**src/core/rpm_pkg.sv**
```systemverilog
package rpm_pkg;

  typedef enum logic [1:0] {
    RPM_ACTIVE = 2'h0,
    RPM_IDLE   = 2'h1,
    RPM_DEEP   = 2'h2
  } rpm_mode_t;

  typedef enum logic [1:0] {
    RPM_WAKE_NONE  = 2'h0,
    RPM_WAKE_TIMER = 2'h1,
    RPM_WAKE_EXT   = 2'h2,
    RPM_WAKE_DEBUG = 2'h3
  } rpm_wake_t;

  localparam int unsigned CLK_PERIOD_PS  = 4000;
  localparam int unsigned SLEEP_TICK_NS  = 1000;
  localparam int unsigned SLEEP_TICK_CYC = (SLEEP_TICK_NS * 1000 + CLK_PERIOD_PS - 1)
                                           / CLK_PERIOD_PS;
  localparam int unsigned AMP_SETTLE_US  = 250;
  localparam int unsigned AMP_SETTLE_CYC_DEF = (AMP_SETTLE_US * 1000000 + CLK_PERIOD_PS - 1)
                                               / CLK_PERIOD_PS;

  localparam int unsigned TICK_W    = 8;
  localparam int unsigned PERIOD_W  = 16;
  localparam int unsigned SETTLE_W  = 16;
  localparam int unsigned BYTE_W    = 8;
  localparam int unsigned BIT_CNT_W = 3;

  localparam logic [TICK_W-1:0]    TICK_RST   = 8'h00;
  localparam logic [TICK_W-1:0]    TICK_LAST  = TICK_W'(SLEEP_TICK_CYC - 1);
  localparam logic [PERIOD_W-1:0]  PERIOD_RST = 16'h0000;
  localparam logic [PERIOD_W-1:0]  PERIOD_ONE = 16'h0001;
  localparam logic [SETTLE_W-1:0]  SETTLE_RST = 16'h0000;
  localparam logic [SETTLE_W-1:0]  SETTLE_ONE = 16'h0001;
  localparam logic [BYTE_W-1:0]    BYTE_RST   = 8'h00;
  localparam logic [BIT_CNT_W-1:0] BIT_RST    = 3'h0;
  localparam logic [BIT_CNT_W-1:0] BIT_ONE    = 3'h1;

  function automatic logic rpm_rose(input logic prev, input logic cur);
    return ~prev & cur;
  endfunction : rpm_rose

  function automatic logic rpm_fell(input logic prev, input logic cur);
    return prev & ~cur;
  endfunction : rpm_fell

endpackage : rpm_pkg

```
**src/core/rpm_power_modes.sv**
```systemverilog
// Behaviour
// - The block is only a serial slave and drives nothing on the link unless the host selects it.
// - Besides the serial lines there is an attention request out and a wake request in.
// - The block is always in exactly one of three power modes: active, idle or deep sleep.
// - In active mode every function runs, nothing gated or halted.
// - In idle mode instruction execution halts and resumes on any interrupt.
// - In idle mode all peripherals, the radio included, stay clocked.
// - In deep sleep most functions are off but the pad supply domain stays powered.
// - Deep sleep ends on a sleep-timer expiry, an external interrupt or a debug port command.
module rpm_power_modes
  import rpm_pkg::*;
#(
  parameter int unsigned AMP_SETTLE_CYC = AMP_SETTLE_CYC_DEF
) (
  input  wire logic                i_sys_clk,
  input  wire logic                i_rst,
  input  wire logic                i_spi_sclk,
  input  wire logic                i_spi_mosi,
  input  wire logic                i_spi_ssel_n,
  output logic                     o_spi_miso,
  output logic                     o_host_attention_request_n,
  input  wire logic                i_wake_request_n,
  input  wire logic                i_amp_bias_enable,
  output logic                     o_amp_ready,
  input  wire logic                i_sleep_req,
  input  wire logic                i_idle_req,
  input  wire logic                i_irq,
  input  wire logic                i_ext_irq_n,
  input  wire logic                i_debug_access_port_cmd,
  input  wire logic                i_sleep_timer_en,
  input  wire logic [PERIOD_W-1:0] i_sleep_period,
  input  wire logic                i_attn_req,
  input  wire logic [BYTE_W-1:0]   i_tx_byte,
  output logic [BYTE_W-1:0]        o_rx_byte,
  output logic                     o_rx_valid,
  output logic [1:0]               o_power_mode,
  output logic                     o_cpu_halt,
  output logic                     o_periph_clk_en,
  output logic                     o_core_power_en,
  output logic                     o_pad_supply_domain_on,
  output logic [1:0]               o_wake_cause
);

  rpm_mode_t            mode_q;
  rpm_mode_t            mode_d;
  rpm_wake_t            cause_q;
  rpm_wake_t            cause_d;
  logic                 timer_fire;
  logic                 ext_wake;
  logic                 wake_any;
  logic                 sclk_q;
  logic                 ssel_n_q;
  logic                 wake_n_q;
  logic                 sclk_rise;
  logic                 sclk_fall;
  logic                 ssel_fall;
  logic                 wake_fall;
  logic                 link_on;
  logic [BIT_CNT_W-1:0] bit_q;
  logic [BYTE_W-1:0]    rx_sh_q;
  logic [BYTE_W-1:0]    tx_sh_q;
  logic [BYTE_W-1:0]    tx_d;
  logic                 miso_q;
  logic                 attn_q;
  logic [SETTLE_W-1:0]  settle_q;

  rpm_sleep_timer u_sleep_timer (
    .i_sys_clk (i_sys_clk),
    .i_rst     (i_rst),
    .i_run     (mode_q == RPM_DEEP),
    .i_enable  (i_sleep_timer_en),
    .i_period  (i_sleep_period),
    .o_fire    (timer_fire)
  );

  // Wake request from the host counts as an external interrupt
  assign ext_wake = !i_ext_irq_n || !i_wake_request_n;
  assign wake_any = timer_fire || ext_wake || i_debug_access_port_cmd;

  always_comb begin
    mode_d  = mode_q;
    cause_d = cause_q;
    unique case (mode_q)
      RPM_ACTIVE: begin
        if (i_sleep_req) begin
          mode_d = RPM_DEEP;
        end else if (i_idle_req) begin
          mode_d = RPM_IDLE;
        end
      end
      RPM_IDLE: begin
        if (i_irq || wake_any) begin
          mode_d = RPM_ACTIVE;
        end
      end
      RPM_DEEP: begin
        if (wake_any) begin
          mode_d = RPM_ACTIVE;
          if (timer_fire) begin
            cause_d = RPM_WAKE_TIMER;
          end else if (ext_wake) begin
            cause_d = RPM_WAKE_EXT;
          end else begin
            cause_d = RPM_WAKE_DEBUG;
          end
        end
      end
      default: begin
        mode_d = RPM_ACTIVE;
      end
    endcase
  end

  always_ff @(posedge i_sys_clk) begin
    if (i_rst) begin
      mode_q  <= RPM_ACTIVE;
      cause_q <= RPM_WAKE_NONE;
    end else begin
      mode_q  <= mode_d;
      cause_q <= cause_d;
    end
  end

  assign o_power_mode           = mode_q;
  assign o_wake_cause           = cause_q;
  assign o_cpu_halt             = (mode_q != RPM_ACTIVE);
  assign o_periph_clk_en        = (mode_q != RPM_DEEP);
  assign o_core_power_en        = (mode_q != RPM_DEEP);
  assign o_pad_supply_domain_on = 1'b1;

  // Serial slave, mode 0, off while in deep sleep
  assign link_on   = (mode_q != RPM_DEEP) && !i_spi_ssel_n;
  assign sclk_rise = rpm_rose(sclk_q, i_spi_sclk);
  assign sclk_fall = rpm_fell(sclk_q, i_spi_sclk);
  assign ssel_fall = rpm_fell(ssel_n_q, i_spi_ssel_n);
  assign wake_fall = rpm_fell(wake_n_q, i_wake_request_n);

  always_ff @(posedge i_sys_clk) begin
    if (i_rst) begin
      sclk_q   <= 1'b0;
      ssel_n_q <= 1'b1;
      wake_n_q <= 1'b1;
    end else begin
      sclk_q   <= i_spi_sclk;
      ssel_n_q <= i_spi_ssel_n;
      wake_n_q <= i_wake_request_n;
    end
  end

  always_ff @(posedge i_sys_clk) begin
    if (i_rst || !link_on) begin
      bit_q      <= BIT_RST;
      rx_sh_q    <= BYTE_RST;
      o_rx_byte  <= BYTE_RST;
      o_rx_valid <= 1'b0;
    end else begin
      o_rx_valid <= 1'b0;
      if (sclk_rise) begin
        bit_q   <= bit_q + BIT_ONE;
        rx_sh_q <= {rx_sh_q[BYTE_W-2:0], i_spi_mosi};
        if (bit_q == ~BIT_RST) begin
          o_rx_byte  <= {rx_sh_q[BYTE_W-2:0], i_spi_mosi};
          o_rx_valid <= 1'b1;
        end
      end
    end
  end

  always_comb begin
    tx_d = tx_sh_q;
    if (ssel_fall || (sclk_fall && bit_q == BIT_RST)) begin
      tx_d = i_tx_byte;
    end else if (sclk_fall) begin
      tx_d = {tx_sh_q[BYTE_W-2:0], 1'b0};
    end
  end

  // Data out only while selected by the host
  always_ff @(posedge i_sys_clk) begin
    if (i_rst || !link_on) begin
      tx_sh_q <= BYTE_RST;
      miso_q  <= 1'b0;
    end else begin
      tx_sh_q <= tx_d;
      miso_q  <= tx_d[BYTE_W-1];
    end
  end

  assign o_spi_miso = miso_q;

  // Attention: set on wake or firmware request, set wins over host select
  always_ff @(posedge i_sys_clk) begin
    if (i_rst) begin
      attn_q <= 1'b0;
    end else if (i_attn_req || (mode_q == RPM_DEEP && wake_any)
                 || (mode_q != RPM_DEEP && wake_fall)) begin
      attn_q <= 1'b1;
    end else if (ssel_fall) begin
      attn_q <= 1'b0;
    end
  end

  assign o_host_attention_request_n = ~attn_q;

  // Amplifier bias settle timer
  always_ff @(posedge i_sys_clk) begin
    if (i_rst || !i_amp_bias_enable) begin
      settle_q    <= SETTLE_RST;
      o_amp_ready <= 1'b0;
    end else if (settle_q == SETTLE_W'(AMP_SETTLE_CYC - 1)) begin
      o_amp_ready <= 1'b1;
    end else begin
      settle_q <= settle_q + SETTLE_ONE;
    end
  end
endmodule : rpm_power_modes

```
**src/core/rpm_sleep_timer.sv**
```systemverilog
module rpm_sleep_timer
  import rpm_pkg::*;
(
  input  wire logic                i_sys_clk,
  input  wire logic                i_rst,
  input  wire logic                i_run,
  input  wire logic                i_enable,
  input  wire logic [PERIOD_W-1:0] i_period,
  output logic                     o_fire
);

  logic [TICK_W-1:0]   tick_q;
  logic [PERIOD_W-1:0] elapsed_q;
  logic                fired_q;
  logic                tick;
  logic                armed;

  assign armed = i_run && i_enable && (i_period != PERIOD_RST);
  assign tick  = armed && (tick_q == TICK_LAST);

  // One-microsecond tick divider
  always_ff @(posedge i_sys_clk) begin
    if (i_rst || !armed || tick) begin
      tick_q <= TICK_RST;
    end else begin
      tick_q <= tick_q + TICK_W'(1);
    end
  end

  always_ff @(posedge i_sys_clk) begin
    if (i_rst || !armed) begin
      elapsed_q <= PERIOD_RST;
    end else if (tick && !fired_q) begin
      elapsed_q <= elapsed_q + PERIOD_ONE;
    end
  end

  // Single pulse per sleep period
  always_ff @(posedge i_sys_clk) begin
    if (i_rst || !armed) begin
      fired_q <= 1'b0;
      o_fire  <= 1'b0;
    end else begin
      o_fire <= tick && !fired_q && (elapsed_q + PERIOD_ONE == i_period);
      if (tick && !fired_q && (elapsed_q + PERIOD_ONE == i_period)) begin
        fired_q <= 1'b1;
      end
    end
  end

endmodule : rpm_sleep_timer

```
**config.mk**
```make
export PLATFORM = sky130hd
export DESIGN_NAME = rpm_power_modes
export DESIGN_NICKNAME = d
export VERILOG_FILES = /design/src/core/rpm_pkg.sv /design/src/core/rpm_power_modes.sv /design/src/core/rpm_sleep_timer.sv
export SDC_FILE = /design/constraint.sdc
export NUM_CORES = 1
export LEC_CHECK = 0
export BUFFER_PORTS_ARGS = -buffer_cell sky130_fd_sc_hd__buf_2
export CAP_MARGIN = 10
export CORE_MARGIN = 5
export CORE_UTILIZATION = 55
export CTS_CLUSTER_DIAMETER = 200
export DETAILED_ROUTE_END_ITERATION = 10
export MAX_ROUTING_LAYER = met4
export PLACE_DENSITY = 0.85
export SLEW_MARGIN = 30
export SYNTH_ARGS = -nofsm -noshare
export SYNTH_HDL_FRONTEND = slang
export SYNTH_SLANG_ARGS = --single-unit
export TNS_END_PERCENT = 30
```
**constraint.sdc**
```tcl
create_clock -name i_sys_clk -period 4.2 [get_ports i_sys_clk]
set_input_delay 1.05 -clock i_sys_clk [delete_from_list [all_inputs] [get_ports i_sys_clk]]
set_output_delay 1.05 -clock i_sys_clk [all_outputs]
set_load 0.02 [all_outputs]
```
==> results of run 1 <==
[logic make-up (layout without fill, tap and decap cells)]
group                    count (synthesis)  after routing  share of synthesized area [%]
AO/OA/AOI/OAI                           56             56                           9.71
multiplexers                            10             10                           2.68
adder cells (fa/ha/maj)                  7              7                           2.34
XOR/XNOR                                53             53                           12.4
flip-flops                              78             78                           41.8
buffers and inverters                   35             86                           3.92
AND/OR/NAND/NOR                        209            209                           27.1
other                                    1              1                          0.100
[path summary, 6_finish.rpt]
check | startpoint | to | slack [ns] | depth (start not counted)
hold / removal | o_rx_byte[2] | o_rx_byte[2] | 0.46 | 2
setup / recovery | i_sleep_period[12] | u_sleep_timer.fired_q | 1.47 | 7
setup reg to reg | u_sleep_timer.elapsed_q[0] | u_sleep_timer.fired_q | 1.60 | 7
hold reg to reg | o_rx_byte[2] | o_rx_byte[2] | 0.46 | 2
[flip-flops by register name (all words and copies together), names as in the netlist, 2 cells and up]
register,flops
settle_q,16
bit_q,3
o_power_mode,2
tx_sh_q,8
o_wake_cause,2
o_rx_byte,8
u_sleep_timer.elapsed_q,16
u_sleep_timer.tick_q,8
rx_sh_q,7
[critical path, cell delays in order]
cell and delay, ns:
buf_2 0.12, nor4_1 0.06, and4_1 0.22, or3_1 0.63
a2111oi_0 0.46, nand4b_1 0.21, o31ai_2 0.25
[power breakdown]
part	switching [mW]	internal [mW]	total [mW]	leakage (nW)
Clock	0.260	0.304	0.565	0.102
Sequential	0.00719	0.749	0.756	0.631
Combinational	0.0658	0.0437	0.110	0.838
Total	0.333	1.10	1.43	1.57
[layout make-up]
cell class              instances  share of cell area [%]
clock buffers                  12                    3.66
clock inverters                 3                    1.03
inverters                      14                    1.24
multi-input cells             336                    48.1
flip-flops and latches         78                    36.8
well taps                      80                    2.36
repair buffers                 57                    6.79
[synth_stat cells (2+ instances only)]
| cell | n | area [µm²] |
|---|---|---|
| xnor2_1 | 22 | 193 |
| mux2i_1 | 10 | 100 |
| xor2_1 | 31 | 272 |
| a211oi_1 | 10 | 75.1 |
| nor2b_1 | 5 | 31.3 |
| nor3b_1 | 3 | 22.5 |
| nand2b_1 | 4 | 25.0 |
| ha_1 | 7 | 87.6 |
| or2_2 | 5 | 31.3 |
| nand4b_1 | 2 | 17.5 |
| buf_2 | 2 | 10.0 |
| a21oi_1 | 26 | 130 |
| a2111oi_0 | 2 | 17.5 |
| inv_1 | 14 | 52.6 |
| nand2_1 | 47 | 176 |
| nor4_1 | 9 | 56.3 |
| nor3_1 | 11 | 55.1 |
| o21ai_0 | 6 | 30.0 |
| nand3_1 | 30 | 150 |
| nor2_1 | 66 | 248 |
| and3_1 | 5 | 31.3 |
| nand4_1 | 7 | 43.8 |
| o21ai_1 | 2 | 10.0 |
| buf_4 | 3 | 22.5 |
| dfxtp_1 | 78 | 1560 |
| or3_1 | 4 | 25.0 |
| buf_1 | 2 | 7.51 |
| clkbuf_1 | 13 | 48.8 |
[per-layer routing]
| layer | part of all wire (%) | GRT usage (%) | vias to the layer above |
|---|---|---|---|
| met2 | 47 | 32.6 | 97 |
| met4 | 1.2 | 6.06 | 0 |
| met5 | 0 | - | - |
| li1 | - | - | 1624 |
| met1 | 44 | 25.8 | 1480 |
| met3 | 6.9 | 5.44 | 11 |
==> metrics.cfg, run 1 <==
[grt]
grt_usage_pct=20.5
grt_antenna_before_repair=0
overflow=0
grt_max_degree=28
grt_pass1_wl_um=13800
grt_pass1_vias=2994

[place]
io_buffers=56
dp.cells=565
gp_congestion=0.956
pre_cts_ws_ns=1.12
place_area_um2=4030
post-dp-hpwl_um=5920

[synthesis]
synth_fp_nets=494
synth-seq-cells=78
synth-main-ff-cell=dfxtp_1
syn_area_um2=3740
ys_seq_area_share_pct=41.8
netlist_instances=449
ys_async_sr_fraction_pct=0
ys_types=51
synth_edf_count=0
yosys_warnings=0
avgSynthCellArea_um2=8.33

[clock_tree]
cts.repair.resized=0
clk_pin_slew_worst_paths_ns=0.08
cts_max_path_buffers=2
clkLatencyLatePin_ns=0.35
clock-sinks=78
htree_num_levels=3
cts-buffers-inserted=9
cts_tree=built
postCtsSetupRepairBufs=0
hold_buffers=0
cts_root_buffer=clkbuf_8

[timing]
rsz0062_at_grt=no
hold_viol_final=0
maxSlewHeadroom_pct=51.3
worst_pin_slew_ns=0.723
hold-worst-slack_ns=0.460
fin_crit_ns=2.73
slew_violations=0
setup_slack_ns=1.47
tns_ns=0
final_min_period_over_clock_period_pct=64.9
finClkSkew_ns=0.00923
timing.fmax_ghz=0.367
setup_viol=0

[worst_setup_path]
critPathRequiredTime_ns=4.47
critPathCaptureType=flop
path_max_fanout=18
critPathLaunchType=input port
arrival_ns=3.00
critical_path_class=in -> reg

[drt]
drtIter0Drc=151
via_per_inst=5.54
postRouteAntennaNets=0
dr.pass1.iters=5
wl_per_cell_um=13.9
drt-total-wl_um=8070
vias=3212
post-route-drc-count=0

[final_layout]
nNetsFinal=541
drive_above_1_share_pct=17.0
area.sequential_um2=1560
fillers=549
fin_cells=580
final_common_cell=dfxtp_1
final_cell_area_um2=4240
multiInputGateArea_um2=2040
mostFrequentLayoutCells=dfxtp_1, nor2_1, buf_2, nand2_1, xor2_1
antenna_cells=0
area_growth_pct=13.4
fin_util_pct=63.1

[power]
power_mw=1.43
p_per_area_nw_per_um2=338
irDropWorstVdd_mv=0.171
leakagePower_nw=1.57

[floorplanning]
ioPinCount=58
start_util_pct=55.6
core_um2=6720
std_cell_rows=30
dieArea_um2=8550
die_h_um=92.4
die_w_um=92.4

[min_path]
hold_class=reg -> reg

[status]
status=complete, no violations

[flow_run]
cap_violations=0

Power figures use the tool's default switching activity.
==> inputs of run 2 (changes only) <==
==> constraint.sdc (replaced) <==
create_clock -name i_sys_clk -period 2.7 [get_ports i_sys_clk]
set_input_delay 0.675 -clock i_sys_clk [delete_from_list [all_inputs] [get_ports i_sys_clk]]
set_output_delay 0.675 -clock i_sys_clk [all_outputs]
set_load 0.02 [all_outputs]
==> run 2 against run 1 <==
Net effect:
- sequential cell count unchanged
- critical path depth decreased by 1
- clock power up 46%
- non-clock buffer count rose by 11
- global-route usage down 0.52 points
- clock skew decreased by 0.0032 ns
- via count shrank 0.28%
- wire length is 0.81% lower
- count of clock-buffer cells in the layout is 2 higher
- die area unchanged
- sequential power increased by 56%
- core utilization is 0.95 points higher
- critical path type is now reg -> reg
- critical endpoint unchanged
==> metrics.cfg, run 2 (synthesis gave the netlist of run 1 again) <==
[worst_setup_path]
critPathLaunchType=flop
critPathRequiredTime_ns=2.95  ; -1.52 ns
cpMaxStageDelayCell=or4_4
timing.rr.start=u_sleep_timer.elapsed_q[10]
critPathCaptureType=flop
critical_path_class=reg -> reg
path_max_fanout=5  ; -13
arrival_ns=2.50  ; -0.50 ns
cp_slowest_stage_delay_ns=0.48  ; -0.15 ns
worstPathCellList=nand4_1 -> or4_4 -> xor2_1 -> o22ai_1 -> or3_1 -> o31ai_2
r2r_setup_slack_ns=0.45  ; -1.15 ns
ff2ff_path_depth=6  ; -1
r2r_end=u_sleep_timer.fired_q

[min_path]
hold_class=reg -> reg
hold_depth=2  ; unchanged
worst_hold_path.endpoint=o_rx_byte[5]
min_from=o_rx_byte[5]

[place]
io_buffers=56  ; unchanged
post-dp-hpwl_um=5970  ; +0.83%
gp_congestion=0.885  ; -7.4%

[floorplanning]
std_cell_rows=30  ; unchanged
core_um2=6720  ; unchanged
die_h_um=92.4  ; unchanged
start_util_pct=55.6  ; unchanged
ioPinCount=58  ; unchanged
die_w_um=92.4  ; unchanged
dieArea_um2=8550  ; unchanged

[clock_tree]
hold_buffers=0  ; unchanged
cts_max_path_buffers=2  ; unchanged
cts-buffers-inserted=9  ; unchanged
clkLatencyLatePin_ns=0.33  ; -0.02 ns
clock-sinks=78  ; unchanged
htree_num_levels=3  ; unchanged
postCtsSetupRepairBufs=0  ; unchanged
cts_tree=built
cts_root_buffer=clkbuf_8
cts.repair.resized=0  ; unchanged
clk_pin_slew_worst_paths_ns=0.07  ; about the same

[final_layout]
area.sequential_um2=1560  ; unchanged
antenna_cells=0  ; unchanged
mostFrequentLayoutCells=dfxtp_1, nor2_1, buf_2, nand2_1, xor2_1
nNetsFinal=552  ; +2.0%
final_common_cell=dfxtp_1
fillers=569  ; +3.6%
drive_above_1_share_pct=18.0  ; +1.0 points
fin_util_pct=64.0  ; +0.95 points
area_growth_pct=15.1
multiInputGateArea_um2=2030  ; -0.12%
top_regs=settle_q x16, u_sleep_timer.elapsed_q x16

[status]
status=complete, no violations

[grt]
grt_pass1_vias=2964  ; -1.0%
grt_max_degree=28  ; unchanged
grt_pass1_wl_um=13600  ; -1.1%
overflow=0  ; unchanged
grt_usage_pct=20.0  ; -0.52 points
grt_antenna_before_repair=0  ; unchanged

[timing]
timing.fmax_ghz=0.445
worst_pin_slew_ns=0.769  ; +0.0454 ns
finClkSkew_ns=0.00599  ; -0.00324 ns
final_min_period_over_clock_period_pct=83.3
slew_violations=0  ; unchanged
maxSlewHeadroom_pct=48.3  ; -3.1 points
fin_crit_ns=2.25
hold_viol_final=0  ; unchanged
rsz0062_at_grt=no
tns_ns=0  ; unchanged
setup_viol=0  ; unchanged

[power]
p_per_area_nw_per_um2=505  ; +50%
leakagePower_nw=1.62  ; +2.8%
irDropWorstVdd_mv=0.224  ; +31%
power_mw=2.17  ; +52%

[drt]
vias=3203  ; -0.28%
drtIter0Drc=126  ; -17%
postRouteAntennaNets=0  ; unchanged
via_per_inst=5.42  ; -2.1%
wl_per_cell_um=13.5  ; -2.7%
post-route-drc-count=0  ; unchanged
dr.pass1.iters=4  ; -1
drt-total-wl_um=8000  ; -0.81%

[flow_run]
cap_violations=0  ; unchanged

-- run 2: cell count changes in the layout (fill, tap and decap cells not counted), sizes merged --
cell | before | now
buf | 57 | 68
clkbuf | 12 | 14
clkinv | 2 | 0
-- run 2: metal layers --
| layer | vias up | track usage, % | wire (µm) |
|---|---|---|---|
| li1 | 1648 | - | - |
| met1 | 1468 | 26.1 | 3690 |
| met2 | 75 | 31.1 | 3780 |
| met3 | 12 | 5.04 | 442 |
| met4 | 0 | 5.32 | 89 |
| met5 | - | - | 0 |
-- run 2: final cells by class --
cell class / instances / share of cell area [%]
clock inverters: 1 / 0.698
flip-flops and latches: 78 / 36.3
inverters: 14 / 1.22
clock buffers: 14 / 3.55
multi-input cells: 336 / 47.3
repair buffers: 68 / 8.61
well taps: 80 / 2.33
-- run 2: critical path: cells and delay by family (launching register included) --
family                    cells  cell delay, ns
AOI/OAI and AO/OA             2            0.31
xor gates and xnor gates      1            0.23
DFF                           1            0.47
and+or+nand+nor               3            1.15
-- run 2: where the power goes --
| group | total (mW) | switching [mW] | internal (mW) |
|---|---|---|---|
| sequential | 1.18 | 0.0109 | 1.17 |
| combinational | 0.172 | 0.103 | 0.0692 |
| clock | 0.824 | 0.375 | 0.450 |
-- run 2: worst max-delay path by stage --
stage	slack [ns]	depth (start not counted)	to	start
2_1_floorplan	0.47	7	u_sleep_timer.fired_q	i_sleep_period[12]
3_3_place_gp	0.41	7	u_sleep_timer.fired_q	i_sleep_period[12]
3_5_place_dp	0.32	7	u_sleep_timer.fired_q	i_sleep_period[12]
4_1_cts	0.49	6	u_sleep_timer.fired_q	u_sleep_timer.elapsed_q[7]
5_1_grt	0.25	7	u_sleep_timer.fired_q	u_sleep_timer.elapsed_q[0]
6_report	0.45	6	u_sleep_timer.fired_q	u_sleep_timer.elapsed_q[10]
-- run 2: through the flow --
step / hold slack, ns / std cells / worst slack, ns / cell area (µm²)
after floorplan: 0.427 / 449 / 0.466 / 3740
after global placement: 0.440 / 576 / 0.405 / 4120
after detailed placement: 0.446 / 576 / 0.325 / 4120
after CTS: 0.455 / 591 / 0.487 / 4300
after global routing: 0.474 / 591 / 0.248 / 4300
final: 0.453 / 591 / 0.452 / 4300
==> inputs of run 3 (changes only) <==
--- a/config.mk
+++ b/config.mk
@@ -5,14 +5,15 @@
 export SDC_FILE = /design/constraint.sdc
 export NUM_CORES = 1
 export LEC_CHECK = 0
+export ABC_AREA = 1
 export BUFFER_PORTS_ARGS = -buffer_cell sky130_fd_sc_hd__buf_2
 export CAP_MARGIN = 10
 export CORE_MARGIN = 5
-export CORE_UTILIZATION = 55
+export CORE_UTILIZATION = 52
 export CTS_CLUSTER_DIAMETER = 200
 export DETAILED_ROUTE_END_ITERATION = 10
 export MAX_ROUTING_LAYER = met4
-export PLACE_DENSITY = 0.85
+export PLACE_DENSITY = 0.84
 export SLEW_MARGIN = 30
 export SYNTH_ARGS = -nofsm -noshare
 export SYNTH_HDL_FRONTEND = slang
==> constraint.sdc (replaced) <==
create_clock -name i_sys_clk -period 1.8 [get_ports i_sys_clk]
set_input_delay 0.45 -clock i_sys_clk [delete_from_list [all_inputs] [get_ports i_sys_clk]]
set_output_delay 0.45 -clock i_sys_clk [all_outputs]
set_load 0.02 [all_outputs]
==> run 3 against run 2 <==
Net effect:
- worst setup slack worse by 0.44 ns
- hold slack worse by 0.14 ns
- wire length is 23% higher
- largest cell class unchanged
==> metrics.cfg, run 3 <==
[grt]
grt_pass1_vias=3546  ; +20%
grt_antenna_before_repair=0  ; unchanged
grt_max_degree=17  ; -39%
grt_pass1_wl_um=15600  ; +15%
overflow=0  ; unchanged
grt_usage_pct=20.1  ; +0.079 points

[timing]
tns_ns=0  ; unchanged
worst_pin_slew_ns=0.565  ; -0.204 ns
hold_viol_final=0  ; unchanged
fin_crit_ns=1.79  ; -0.458 ns
final_min_period_over_clock_period_pct=99.5  ; +16 points
slew_violations=0  ; unchanged
finClkSkew_ns=0.00957  ; +0.00358 ns
maxSlewHeadroom_pct=62.0  ; +14 points
timing.fmax_ghz=0.559  ; +26%
rsz0062_at_grt=yes
setup_viol=0  ; unchanged

[power]
power.share.clock_pct=42.8  ; +4.9 points
leakagePower_nw=2.12  ; +31%
p_sw_share_pct=23.1  ; +0.61 points
p_comb_share_pct=7.7  ; -0.2 points
pwr-share-seq_pct=49.5  ; -4.6 points
p_int_mw=2.75  ; +63%
p_per_area_nw_per_um2=741  ; +47%
p_switching_mw=0.824  ; +69%
irDropWorstVdd_mv=0.401  ; +79%

[synthesis]
synth.area.top_cells=dfxtp_1, nand2_1, inv_1, a21oi_1, nand3_1
synth_fp_nets=634  ; +28%
netlist_instances=589  ; +31%
ys_seq_area_share_pct=39.4  ; -2.3 points
synth_edf_count=0  ; unchanged
synth_largest_area_cell=dfxtp_1
synthTopCellsByCount=nand2_1, inv_1, dfxtp_1
yosys_warnings=0  ; unchanged
synth-seq-cells=78  ; unchanged
yosysTopAreaCellShare_pct=39.4  ; -2.3 points
ys_types=38  ; -25%
synth-main-ff-cell=dfxtp_1
ys_async_sr_fraction_pct=0  ; unchanged
syn_area_um2=3960  ; +5.9%
synth_most_common_cell=nand2_1
avgSynthCellArea_um2=6.72  ; -19%

[worst_setup_path]
critPathCaptureType=flop
r2r_setup_slack_ns=0.01  ; -0.44 ns
worst-path-buf-inv=1  ; +1
r2r_end=u_sleep_timer.elapsed_q[8]
ff2ff_path_depth=9  ; +3
cp_slowest_stage_delay_ns=0.38  ; -0.10 ns
critPathRequiredTime_ns=2.07  ; -0.88 ns
arrival_ns=2.06  ; -0.44 ns
critPathLaunchType=flop
cpMaxStageDelayCell=dfxtp_2
path_common_cell=nand2_2
timing.rr.start=u_sleep_timer.tick_q[0]
path_max_fanout=13  ; +8
critical_path_class=reg -> reg
cpLargestDelayFamily=simple AND/OR/NAND/NOR gates
worstPathCellList=ha_4 -> nand2_2 -> nor2_2 -> nand2_2 -> nor2_4 -> nand3_1 -> clkinvlp_4 -> o21ai_0 -> a31oi_1

[floorplanning]
die_h_um=97.3  ; +5.2%
die_w_um=97.3  ; +5.2%
start_util_pct=54.0  ; -1.6 points
std_cell_rows=31  ; +3.3%
ioPinCount=58  ; unchanged
core_um2=7330  ; +9.1%
dieArea_um2=9460  ; +11%

[clock_tree]
cts_root_buffer=clkbuf_8
clk_pin_slew_worst_paths_ns=0.07  ; about the same
clock-sinks=78  ; unchanged
clkLatencyLatePin_ns=0.36  ; +0.03 ns
hold_buffers=0  ; unchanged
cts-buffers-inserted=9  ; unchanged
cts_max_path_buffers=2  ; unchanged
cts_tree=built
htree_num_levels=3  ; unchanged

[drt]
wl_per_cell_um=12.7  ; -6.2%
vias=4077  ; +27%
dr.pass1.iters=5  ; +1
drtIter0Drc=208  ; +65%
post-route-drc-count=0  ; unchanged
via_per_inst=5.27  ; -2.8%
postRouteAntennaNets=0  ; unchanged
drt-total-wl_um=9820  ; +23%

[final_layout]
area_growth_pct=21.7
drive_above_1_share_pct=20.6  ; +2.6 points
fillers=628  ; +10%
nNetsFinal=715  ; +30%
mostFrequentLayoutCells=nand2_1, inv_1, dfxtp_1, nor2_1, buf_2
antenna_cells=0  ; unchanged
top_regs=settle_q x16, u_sleep_timer.elapsed_q x16
final_common_cell=nand2_1
fin_util_pct=65.7  ; +1.7 points

[place]
post-dp-hpwl_um=7110  ; +19%
io_buffers=56  ; unchanged
gp_congestion=0.902  ; +1.9%

[status]
status=complete, no violations

[flow_run]
cap_violations=0  ; unchanged

[min_path]
worst_hold_path.endpoint=wake_n_q
hold_depth=3  ; +1
hold_class=in -> reg
min_from=i_wake_request_n

==> run 3: cell count changes in the layout (fill, tap and decap cells not counted), moves of 10 or more <==
| cell | change |
|---|---|
| nand2_1 | +103 |
| inv_1 | +68 |
| xor2_1 | -27 |
| o21ai_0 | +25 |
| xnor2_1 | -22 |
| a21oi_1 | +20 |
| nand3_1 | +14 |
| nand2_2 | +11 |
| mux2i_1 | -10 |
==> run 3: final cells by class <==
cell class	instances	area [µm²]	share of cell area, %
repair buffers	79	460	9.56
flip-flops and latches	78	1570	32.6
clock buffers	13	169	3.51
inverters	85	323	6.70
well taps	99	124	2.57
clock inverters	3	65.1	1.35
multi-input cells	417	2100	43.7
==> run 3: cells by family after synthesis <==
logic type	Yosys count	share of synthesized area, %
buf+inv	94	9.23
compound gates	96	13.1
other cells	1	0.0947
fa+ha+maj	7	2.21
xor+xnor	5	1.52
simple gates	308	34.4
flops	78	39.4
==> run 3: worst max-delay path by stage <==
stage,start,endpoint,slack [ns],cells past startpoint
finish,u_sleep_timer.tick_q[0],u_sleep_timer.elapsed_q[8],0.01,9
global route,u_sleep_timer.tick_q[0],u_sleep_timer.elapsed_q[8],-0.11,9
CTS,u_sleep_timer.elapsed_q[0],u_sleep_timer.fired_q,0.003,13
detailed placement,u_sleep_timer.elapsed_q[0],u_sleep_timer.fired_q,-0.03,11
global placement,u_sleep_timer.elapsed_q[0],u_sleep_timer.fired_q,-0.03,13
floorplan,o_power_mode[1],u_sleep_timer.elapsed_q[0],0.17,6
==> run 3: layer usage <==
| metal | GRT usage, % | vias up | part of all wire [%] |
|---|---|---|---|
| li1 | - | 2062 | - |
| met1 | 24.1 | 1835 | 42 |
| met2 | 33.0 | 157 | 48 |
| met3 | 4.59 | 23 | 7.5 |
| met4 | 7.77 | 0 | 2.1 |
| met5 | - | - | 0 |
==> run 3: what timing repair did <==
item / in CTS / in global routing
resized for setup: 4 / 25
endpoints found under the setup margin: 2 / 16
pin swaps: 1 / 16
buffers inserted: 1 / 11
==> run 3: metrics by stage <==
stage	area [µm²]	setup slack [ns]	total power, mW	hold slack, ns	instances
after floorplan	3960	0.167	1.97	0.433	589
after global placement	4400	-0.0265	2.06	0.447	746
after detailed placement	4400	-0.0345	2.08	0.453	746
after CTS	4650	0.00303	3.58	0.309	763
after global routing	4820	-0.106	3.68	0.313	774
final	4820	0.00961	3.57	0.310	774
==> run 3: power by group through the flow <==
stage                     logic (mW)  registers [mW]  clock network, mW
after floorplan                0.152            1.81                  0
after global placement         0.258            1.81                  0
after detailed placement       0.267            1.81                  0
after CTS                      0.269            1.77               1.54
after global routing           0.306            1.77               1.61
final                          0.275            1.77               1.53
==> run 3: tightest hold or removal path: stages <==
cell	delay (ns)
buf_2	0.09
inv_1	0.05
nand2_1	0.04
